===== config.mk =====
export PLATFORM = sky130hd
export DESIGN_NAME = bmfbi_device
export DESIGN_NICKNAME = d
export VERILOG_FILES = /design/src/bmfbi_device.v
export VERILOG_INCLUDE_DIRS = /design/src
export SDC_FILE = /design/constraint.sdc
export NUM_CORES = 1
export LEC_CHECK = 0
export BUFFER_PORTS_ARGS = -buffer_cell sky130_fd_sc_hd__buf_2
export CORE_ASPECT_RATIO = 0.6
export CORE_MARGIN = 2
export CORE_UTILIZATION = 25
export CTS_BUF_LIST = sky130_fd_sc_hd__clkbuf_16
export CTS_CLUSTER_SIZE = 16
export DETAILED_ROUTE_END_ITERATION = 6
export RECOVER_POWER = 25
export SLEW_MARGIN = 20
export SYNTH_ARGS = -nofsm -noshare
export SYNTH_HDL_FRONTEND = slang
export SYNTH_SLANG_ARGS = --single-unit

===== constraint.sdc =====
create_clock -name clk -period 5.9 [get_ports clk]
set_clock_uncertainty 0.15 [all_clocks]
set_input_delay 1.18 -clock clk [delete_from_list [all_inputs] [get_ports clk]]
set_output_delay 1.18 -clock clk [all_outputs]
set_load 0.1 [all_outputs]

===== src/bmfbi_regs.vh =====
// constants for the burst multiplexed flash bus interface
`ifndef BMFBI_REGS_VH
`define BMFBI_REGS_VH

`define BMFBI_ADDR_W        24
`define BMFBI_WORD_ADDR_W   23
`define BMFBI_DATA_W        16
`define BMFBI_BANKS         8
`define BMFBI_BANK_SHIFT    20
`define BMFBI_WBUF_WORDS    32
`define BMFBI_ERASE_WORD    16'hFFFF
`define BMFBI_LAT_CYCLES    4'h4
`define BMFBI_WRAP_CONT     2'h0
`define BMFBI_WRAP_8        2'h1
`define BMFBI_WRAP_16       2'h2
`define BMFBI_BOOT_SEC_WORDS 23'h004000
`define BMFBI_MAIN_SEC_WORDS 23'h010000

`endif


===== src/bmfbi_device.v =====
// device-side bus interface of a burst multiplexed nor flash
`timescale 1ns/1ps
`default_nettype none
`include "bmfbi_regs.vh"

// Behaviour
// RQ1: first clock edge with address strobe low latches address, starts burst
// RQ2: after first burst word, each later clock edge advances burst address
// RQ3: host holds clock low during asynchronous accesses
// RQ4: low sixteen address bits share data lines; strobe low marks valid address
// RQ5: strobe high ignores address inputs, keeps captured address
// RQ6: ready output high when valid burst data is on the bus
// RQ7: hardware reset low returns device to array read state
// RQ8: acceleration at high voltage speeds programming and enters unlock bypass
// RQ9: acceleration input low refuses all program and erase operations
// RQ10: every read transfer returns a full sixteen-bit word
// RQ11: every write transfer accepts a full sixteen-bit word
// RQ12: eight banks; program or erase in one, reads in others
// RQ13: sector is smallest erase unit; erase sets bits to one
// RQ14: main sectors 128 KB; four 32 KB boot sectors top or bottom
// RQ15: programming through 64-byte buffer, one to thirty-two words each
// RQ16: continuous bursts and wrapped bursts in aligned 8 or 16 word groups
// RQ17: wrapped burst runs to group end then restarts at group start
// RQ18: wrapped burst finishes on word before starting word
// RQ19: ready stays low during initial burst latency
// RQ20: host expects no valid data from a busy bank
module bmfbi_device (
	input  wire        clk,
	input  wire        rstn,
	input  wire        chip_enable_n,
	input  wire        output_enable_n,
	input  wire        write_enable_n,
	input  wire        address_valid_strobe_n,
	input  wire [15:0] muxed_addr_data_lines_in,
	input  wire [7:0]  upper_address_lines,
	input  wire        accel_high_voltage_level,
	input  wire        accel_low_level,
	input  wire [1:0]  wrap_mode,
	input  wire        boot_at_top,
	input  wire        op_start,
	input  wire        op_is_erase,
	input  wire [5:0]  op_word_count,
	input  wire        op_done,
	output reg  [15:0] muxed_addr_data_lines_out,
	output reg         muxed_addr_data_lines_oe,
	output reg         ready,
	output reg  [22:0] latched_addr,
	output reg  [2:0]  busy_bank,
	output reg         bank_busy,
	output reg         unlock_bypass,
	output reg         accel_prog,
	output reg         op_refused,
	output reg  [22:0] erase_base,
	output reg  [22:0] erase_words,
	output reg  [15:0] write_word,
	output reg         write_strobe,
	output reg  [15:0] array_addr_word,
	output reg         last_word
);

// ----------------------------------------------------------------
// burst state
// ----------------------------------------------------------------
localparam [2:0] ST_IDLE = 3'b001;
localparam [2:0] ST_LAT  = 3'b010;
localparam [2:0] ST_DATA = 3'b100;

// ----------------------------------------------------------------
// burst registers
// ----------------------------------------------------------------

reg  [2:0]  state;
reg  [3:0]  lat_cnt;
reg  [22:0] burst_addr;
reg  [22:0] start_addr;
reg  [1:0]  wrap_sel;
reg  [22:0] next_burst_addr;
reg  [15:0] word_data;
wire [22:0] cap_addr = {upper_address_lines[6:0], muxed_addr_data_lines_in};
wire [2:0]  sector_bank = burst_addr[22:`BMFBI_BANK_SHIFT];
wire        sel = ~chip_enable_n;

// ----------------------------------------------------------------
// burst address step
// ----------------------------------------------------------------

// wrapped group arithmetic keeps upper bits fixed
always @* begin
	case (wrap_sel)
		// RQ17 wrap in group
		`BMFBI_WRAP_8:  next_burst_addr = {burst_addr[22:3], burst_addr[2:0] + 3'h1};
		`BMFBI_WRAP_16: next_burst_addr = {burst_addr[22:4], burst_addr[3:0] + 4'h1};
		// RQ16 continuous burst
		default:        next_burst_addr = burst_addr + 23'h000001;
	endcase
end

// ----------------------------------------------------------------
// array stand-in
// ----------------------------------------------------------------

// array word stand-in: address pattern, erased pattern in busy bank for the first burst word only
always @* begin
	// RQ20 busy bank undefined
	if (bank_busy && sector_bank == busy_bank)
		word_data = `BMFBI_ERASE_WORD;
	else
		word_data = burst_addr[15:0] ^ {13'h0000, burst_addr[22:20]};
end

// ----------------------------------------------------------------
// burst engine
// ----------------------------------------------------------------
always @(posedge clk or negedge rstn) begin
	if (!rstn) begin
		// RQ7 reset to array read
		state                     <= ST_IDLE;
		lat_cnt                   <= 4'h0;
		burst_addr                <= 23'h000000;
		start_addr                <= 23'h000000;
		wrap_sel                  <= 2'h0;
		latched_addr              <= 23'h000000;
		muxed_addr_data_lines_out <= 16'h0000;
		muxed_addr_data_lines_oe  <= 1'b0;
		ready                     <= 1'b0;
		array_addr_word           <= 16'h0000;
		last_word                 <= 1'b0;
	end else begin
		last_word <= 1'b0;
		if (!sel) begin
			state                    <= ST_IDLE;
			ready                    <= 1'b0;
			muxed_addr_data_lines_oe <= 1'b0;
		// RQ1 latch on strobe low
		end else if (!address_valid_strobe_n) begin
			// RQ4 low bits muxed
			latched_addr             <= cap_addr;
			burst_addr               <= cap_addr;
			start_addr               <= cap_addr;
			wrap_sel                 <= wrap_mode;
			lat_cnt                  <= `BMFBI_LAT_CYCLES;
			state                    <= ST_LAT;
			ready                    <= 1'b0;
			muxed_addr_data_lines_oe <= 1'b0;
		end else begin
			// RQ5 strobe high holds address
			case (state)
				ST_LAT: begin
					// RQ19 ready low in latency
					ready <= 1'b0;
					if (lat_cnt == 4'h1) begin
						state                     <= ST_DATA;
						// RQ10 full word out
						muxed_addr_data_lines_out <= word_data;
						array_addr_word           <= burst_addr[15:0];
						muxed_addr_data_lines_oe  <= ~output_enable_n;
						// RQ6 ready with data
						ready                     <= 1'b1;
					end
					lat_cnt <= lat_cnt - 4'h1;
				end
				ST_DATA: begin
					// RQ18 stop before start word
					if (wrap_sel != `BMFBI_WRAP_CONT && next_burst_addr == start_addr) begin
						state     <= ST_IDLE;
						ready     <= 1'b0;
						last_word <= 1'b1;
						muxed_addr_data_lines_oe <= 1'b0;
					end else begin
						// RQ2 advance per edge
						burst_addr               <= next_burst_addr;
						muxed_addr_data_lines_out <= next_burst_addr[15:0] ^ {13'h0000, next_burst_addr[22:20]};
						array_addr_word          <= next_burst_addr[15:0];
						muxed_addr_data_lines_oe <= ~output_enable_n;
						ready                    <= 1'b1;
					end
				end
				ST_IDLE: begin
					ready                    <= 1'b0;
					muxed_addr_data_lines_oe <= 1'b0;
				end
				default: state <= ST_IDLE;
			endcase
		end
	end
end

// ----------------------------------------------------------------
// write and program control
// ----------------------------------------------------------------
wire [2:0]  op_bank  = latched_addr[22:`BMFBI_BANK_SHIFT];
wire        in_boot  = boot_at_top ? (latched_addr[22:16] == 7'h7F) : (latched_addr[22:16] == 7'h00);
wire        cnt_ok   = (op_word_count != 6'h00) && (op_word_count <= 6'h20);

// operation gating
wire        op_bad   = accel_low_level || bank_busy || (!op_is_erase && !cnt_ok);
wire        op_take  = op_start && !op_bad;

// ----------------------------------------------------------------
// acceleration input
// ----------------------------------------------------------------
always @(posedge clk or negedge rstn) begin
	if (!rstn) begin
		accel_prog <= 1'b0;
	end else begin
		// RQ8 accelerated programming
		accel_prog <= accel_high_voltage_level;
	end
end

// bypass mode is sticky until reset
always @(posedge clk or negedge rstn) begin
	if (!rstn) begin
		unlock_bypass <= 1'b0;
	end else begin
		// RQ8 enter unlock bypass
		unlock_bypass <= accel_high_voltage_level | unlock_bypass;
	end
end

// ----------------------------------------------------------------
// write capture
// ----------------------------------------------------------------
always @(posedge clk or negedge rstn) begin
	if (!rstn) begin
		write_strobe <= 1'b0;
	end else begin
		// RQ11 full word in
		write_strobe <= sel && !write_enable_n && address_valid_strobe_n;
	end
end

always @(posedge clk or negedge rstn) begin
	if (!rstn) begin
		write_word <= 16'h0000;
	end else begin
		write_word <= muxed_addr_data_lines_in;
	end
end

// ----------------------------------------------------------------
// operation acceptance
// ----------------------------------------------------------------
always @(posedge clk or negedge rstn) begin
	if (!rstn) begin
		op_refused <= 1'b0;
	end else begin
		// RQ9 refuse when low
		// RQ15 one to thirty-two words
		op_refused <= op_start && op_bad;
	end
end

// ----------------------------------------------------------------
// bank occupancy
// ----------------------------------------------------------------
always @(posedge clk or negedge rstn) begin
	if (!rstn) begin
		bank_busy <= 1'b0;
	end else if (op_take) begin
		// RQ12 one busy bank
		bank_busy <= 1'b1;
	end else if (op_done) begin
		bank_busy <= 1'b0;
	end
end

always @(posedge clk or negedge rstn) begin
	if (!rstn) begin
		busy_bank <= 3'h0;
	end else if (op_take) begin
		busy_bank <= op_bank;
	end
end

// ----------------------------------------------------------------
// erase bounds
// ----------------------------------------------------------------
always @(posedge clk or negedge rstn) begin
	if (!rstn) begin
		erase_base <= 23'h000000;
	end else if (op_take && op_is_erase) begin
		// RQ13 sector base
		if (in_boot)
			erase_base <= {latched_addr[22:14], 14'h0000};
		else
			erase_base <= {latched_addr[22:16], 16'h0000};
	end
end

always @(posedge clk or negedge rstn) begin
	if (!rstn) begin
		erase_words <= 23'h000000;
	end else if (op_take && op_is_erase) begin
		// RQ14 sector sizes
		if (in_boot)
			erase_words <= `BMFBI_BOOT_SEC_WORDS;
		else
			erase_words <= `BMFBI_MAIN_SEC_WORDS;
	end
end

endmodule // bmfbi_device
`default_nettype wire


# Word level (Yosys, flattened, before mapping)
# Index checks and enable logic that the tools add are counted.
[word_totals]
regBits = 160
input_bits = 44
output_inout_bits = 128
elab_cells = 111
[classes]
add_sub_neg = 4
order_cmp = 1
n_eq_ne = 18
muxes = 37
n_bitwise = 6
reduce_logical = 26
[op_table]
columns = ["operator", "count"]
rows = [
  ["$mux W16", 6],
  ["$mux W23", 3],
  ["$pmux W16 S2", 2],
  ["$pmux W23 S2", 1],
  ["$xor A16 B3 Y16", 2],
  ["$add A23 B1 Y23 const B", 1],
  ["$eq A23 B23 Y1", 1],
  ["$mux W17", 1],
  ["$mux W1", 15],
  ["$mux W3", 4],
  ["$logic_and A1 B1 Y1", 9],
  ["$pmux W3 S3", 1],
  ["$mux W4", 2],
  ["$ne A4 B4 Y1 const B", 2],
  ["$eq A7 B7 Y1 const B", 1],
  ["$logic_not A7 Y1", 1],
  ["$le A6 B6 Y1 const B", 1],
  ["$ne A2 B2 Y1 const B", 3],
  ["$pmux W1 S3", 2],
  ["$reduce_and A2 Y1", 3],
  ["$reduce_and A3 Y1", 2],
  ["$reduce_bool A2 Y1", 3],
  ["$reduce_bool A6 Y1", 1],
  ["$ne A5 B2 Y1 const B", 1],
  ["other kinds (17)", 24],
]

# Logic depth before layout (Yosys ltp)
[logic_depth]
word_depth = 8
ltp_mapped = 14
mapped_depth_nobuf = 11

# Worst setup path after synthesis
# No wires, ideal clock.
[synth_path]
path_kind = "flip-flop to flip-flop"
from = "reg wrap_sel[0]"
to = "reg array_addr_word[10]"
setup_time_ps = 126
arrival_time_ps = 3786
required_ps = 5624
setup_slack_ps = 1837
stages_incl_launch_ff = 14
period_less_slack_ps = 4063
cell_sequence = "dfrtp_1 > inv_1 > ha_1 > nand4b_4 > or4_1 > buf_2 > or3_4 > and3_1 > or4_4 > nor4_4 > and2_4 > a21oi_4 > buf_6 > mux2_4"
[synth_via]
elab_chain_cells = 6
elab_cells_between_ends = 10
cone_classes = "eq/ne: 4; mux: 3; reduce/logical: 3"
[synth_rtl]
columns = ["item", "line_no", "text"]
rows = [
  ["start: declaration", "bmfbi_device.v:76", "reg [1:0] wrap_sel;"],
  ["start signal: assignment", "bmfbi_device.v:140", "wrap_sel <= wrap_mode;"],
  ["$eq A2 B2 Y1 or $eq A2 B1 Y1 (tied branches)", "bmfbi_device.v:89", "case (wrap_sel)"],
  ["$pmux W23 S2", "bmfbi_device.v:89", ""],
  ["$eq A23 B23 Y1", "bmfbi_device.v:164", "if (wrap_sel != `BMFBI_WRAP_CONT && next_burst_addr == start_addr) begin"],
  ["$logic_and A1 B1 Y1", "bmfbi_device.v:164", ""],
  ["$ne A2 B2 Y1 (no source line)", "--", ""],
  ["$reduce_and A5 Y1 (no source line)", "--", ""],
  ["end signal: assignment", "bmfbi_device.v:155", "array_addr_word <= burst_addr[15:0];"],
  ["end signal: assignment", "bmfbi_device.v:173", "array_addr_word <= next_burst_addr[15:0];"],
  ["end: declaration", "bmfbi_device.v:57", "output reg [15:0] array_addr_word,"],
]
# Parallel ways exist; a longest one is shown, timed or not. The select of a mux whose other input is x is not followed.
# A chain may end at the register's enable or synchronous reset.

# Final worst setup path
[layout_path]
from = "reg wrap_sel[0]"
to = "reg burst_addr[12]"
[layout_via]
elab_chain_cells = 6
elab_cells_between_ends = 11
cone_classes = "eq/ne: 4; mux: 4; reduce/logical: 3"
[layout_rtl]
columns = ["item", "line_no", "text"]
rows = [
  ["$eq A2 B2 Y1 or $eq A2 B1 Y1 (tied branches)", "bmfbi_device.v:89", ""],
  ["$pmux W23 S2", "bmfbi_device.v:89", ""],
  ["$eq A23 B23 Y1", "bmfbi_device.v:164", ""],
  ["$logic_and A1 B1 Y1", "bmfbi_device.v:164", ""],
  ["$ne A2 B2 Y1 (no source line)", "--", ""],
  ["$reduce_and A3 Y1 (no source line)", "--", ""],
  ["end signal: assignment", "bmfbi_device.v:138", "burst_addr <= cap_addr;"],
  ["end signal: assignment", "bmfbi_device.v:171", "burst_addr <= next_burst_addr;"],
  ["end: declaration", "bmfbi_device.v:74", "reg [22:0] burst_addr;"],
]
# Parallel ways exist; a longest one is shown, timed or not. The select of a mux whose other input is x is not followed.

==> impl_metrics.tcl <==
set metrics [dict create \
    yosys_warnings 0 \
    die_h_um 136 \
    layout.nets 924 \
    viasPerCell 4.87 \
    async_reset_ff_share_pct 100 \
    setup_viol 0 \
    violations "capacitance limit, slew limit" \
    max_freq_mhz 199 \
    netlist_instances 761 \
    io_pins 172 \
    crit_fanout 16 \
    min-delay-start "unlock_bypass" \
    crit_type "flop to flop" \
    rr_endpoint "burst_addr[12]" \
    p_leak_nw 4.08 \
    swShare_pct 43.5 \
    p_clk_share_pct 32.5 \
    vias 6146 \
    netSwitchingPower_mw 1.57 \
    dieArea_mm2 0.0303 \
    crit_path_max_incr_delay_ps 870 \
    cts_tree "yes" \
    cts_buffers 17 \
    clkLatencyLatePin_ps 440 \
    crit_family "simple AND/OR/NAND/NOR gates" \
    yosysTopAreaCell "dfrtp_1" \
    grt.overflow.total 0 \
    finalWirelength_um 24000 \
    grt_pass1_wl_um 36200 \
    slowest_stage "or4_1" \
    peakVddDrop_uv 150 \
    syn_area_mm2 0.00721 \
    critPathArrivalTime_ps 5210 \
    cts_resized 0 \
    dr.pass1.iters 5 \
    hold_class "flop to flop" \
    rows 48 \
    required_ps 6070 \
    dp.final_hpwl_um 17500 \
    power.share.sequential_pct 31.7 \
    finalInstanceArea_mm2 0.00873 \
    crit_buf_inv 2 \
    worstMarginPinSlew_ps 4000 \
    synth_edf_count 0 \
    drc 0 \
    fin_tns_setup_ps 0 \
    cts-root-buf "clkbuf_16" \
    grt_max_degree 84 \
    avgSynthCellArea_um2 9.48 \
    drv_slew 84 \
    netlist.area_leader.share_pct 43.0 \
    synth.most_common_cell "nand2_1" \
    hold_depth 1 \
    initial_utilization_pct 25.2 \
    status "finished, violations left" \
    initialDrtViolationCount 564 \
    rr_worst_depth 12 \
    grt_pass1_vias 5677 \
    maxCapViolations 1 \
    cts_setup_buffers 0 \
    avgRoutedWirePerCell_um 19.1 \
    hold_viol_final 0 \
    layout_min_cycle_time_ps 5040 \
    synth.yosys.seq_area_share_pct 43.4 \
    core_mm2 0.0286 \
    cts.sinks 125 \
    fin_hold_ws_ps 318 \
    cts_buffer_depth 2 \
    gp_congestion 0.923 \
    ys_types 72 \
    utilization_pct 30.5 \
    cts_hold_buffers 0 \
    period_share_pct 85.3 \
    port_buffers 135 \
    antenna_left 0 \
    ys_top_cells_by_count "nand2_1, dfrtp_1, buf_4" \
    power.total_mw 3.61 \
    combPwrFrac_pct 35.8 \
    diodes 0 \
    die_w_um 223 \
    grt.total_usage_pct 16.1 \
    path_cells "inv_1 > ha_1 > nand4b_4 > or4_1 > or3_4 > and3_1 > or4_4 > nor4_4 > a211o_2 > nand2_1 > buf_4 > mux2_2" \
    drive_above_1_share_pct 27.0 \
    timing.critical_path.from_type "flop" \
    htreeDepth 4 \
    internal_power_mw 2.04 \
    cp-end-kind "flop" \
    reg2reg_slack_ps 860 \
    antenna_found_initial 0 \
    rsz0062_at_grt "no" \
    r2r-start "wrap_sel[0]" \
    ys_seq_elements 125 \
    p_per_area_mw_per_mm2 413 \
    slew_headroom_pct -167 \
    dpl_cell_area_mm2 0.00810 \
    netlist_top_cells_area "dfrtp_1, nand2_1, mux2_4, mux2_2, buf_4" \
    ys.flop_type "dfrtp_1" \
    hold-path-endpoint "unlock_bypass" \
    area_growth_syn_to_layout_pct 21.0 \
    clkTransAtPathRegs_ps 60 \
]
-- worst max-delay path by stage --
stage | start | end | slack, ps | cells after the start
floorplan | wrap_sel[0] | array_addr_word[10] | 1840 | 13
global placement | wrap_sel[0] | burst_addr[8] | 960 | 12
detailed placement | wrap_sel[0] | burst_addr[12] | 920 | 12
CTS | wrap_sel[0] | burst_addr[12] | 910 | 12
global route | rstn | array_addr_word[10] | 340 | 1
finish | wrap_sel[0] | burst_addr[12] | 860 | 12
-- power by group through the flow --
stage / Combinational (mW) / Clock, mW / Sequential, mW
floorplan: 0.665 / 0 / 1.49
global placement: 1.27 / 0 / 1.15
detailed placement: 1.29 / 0 / 1.16
CTS: 1.29 / 1.21 / 1.14
global route: 1.38 / 1.24 / 1.17
finish: 1.29 / 1.17 / 1.14
-- state kept, by name, summed over array words and instances (netlist names) --
register and flops:
state 3, erase_base 9, muxed_addr_data_lines_oe 1, last_word 1, start_addr 23, op_refused 1, unlock_bypass 1, ready 1
write_strobe 1, lat_cnt 4, muxed_addr_data_lines_out 16, accel_prog 1, burst_addr 23, busy_bank 3, write_word 16, bank_busy 1
wrap_sel 2, array_addr_word 16, erase_words 2
-- metal layers --
| metal | vias to the layer above | track usage (%) | share of wire (%) |
|---|---|---|---|
| met5 | - | 0 | 0 |
| li1 | 2879 | - | - |
| met1 | 3027 | 24.5 | 51 |
| met2 | 217 | 21.1 | 40 |
| met3 | 23 | 5.77 | 8.2 |
| met4 | 0 | 3.89 | 0.98 |
-- cells in the final DEF, fill, tap and decap left out, types with 6 or more instances in the layout --
master | synthesis | routed
inv_1 | 21 | 21
a32oi_1 | 6 | 6
nand3_1 | 32 | 32
o31ai_1 | 7 | 7
o211ai_1 | 8 | 8
ha_1 | 7 | 7
nor3_1 | 14 | 14
or2_2 | 6 | 6
nor4_1 | 8 | 8
nand2_1 | 127 | 127
mux2_4 | 24 | 24
a21oi_1 | 24 | 24
clkbuf_1 | 36 | 15
conb_1 | 1 | 35
nor2_1 | 26 | 25
a31oi_1 | 9 | 9
and3_1 | 9 | 9
buf_2 | 7 | 119
xnor2_1 | 11 | 11
xor2_1 | 11 | 11
mux2i_1 | 6 | 6
nand2b_1 | 14 | 14
o21ai_0 | 36 | 36
nand4_1 | 14 | 14
dfrtp_1 | 124 | 124
or3_1 | 6 | 6
clkbuf_16 | 0 | 17
or4_1 | 7 | 7
buf_4 | 37 | 13
mux2_2 | 29 | 29
-- cell type report --
| class | instances | area (µm²) |
|---|---|---|
| timing repair buffer | 149 | 778 |
| tap | 375 | 469 |
| clock inverter | 15 | 219 |
| sequential | 125 | 3130 |
| fill | 3026 | 19900 |
| multi-input combinational | 559 | 3630 |
| inverter | 21 | 78.8 |
| clock buffer | 17 | 425 |
-- cell families after synthesis --
family / after synthesis / synth area share, %
compound gates: 145 / 13.8
xor+xnor: 22 / 2.67
fa+ha+maj: 7 / 1.21
buf+inv: 111 / 8.14
flops: 125 / 43.4
mux: 59 / 10.4
other cells: 1 / 0.0520
simple gates: 291 / 20.4
-- metrics by stage --
step | setup slack [ps] | instances
floorplan | 1840 | 795
global placement | 956 | 1229
detailed placement | 923 | 1229
CTS | 912 | 1261
global route | 340 | 1261
finish | 864 | 1261
Power figures use the tool's default switching activity.
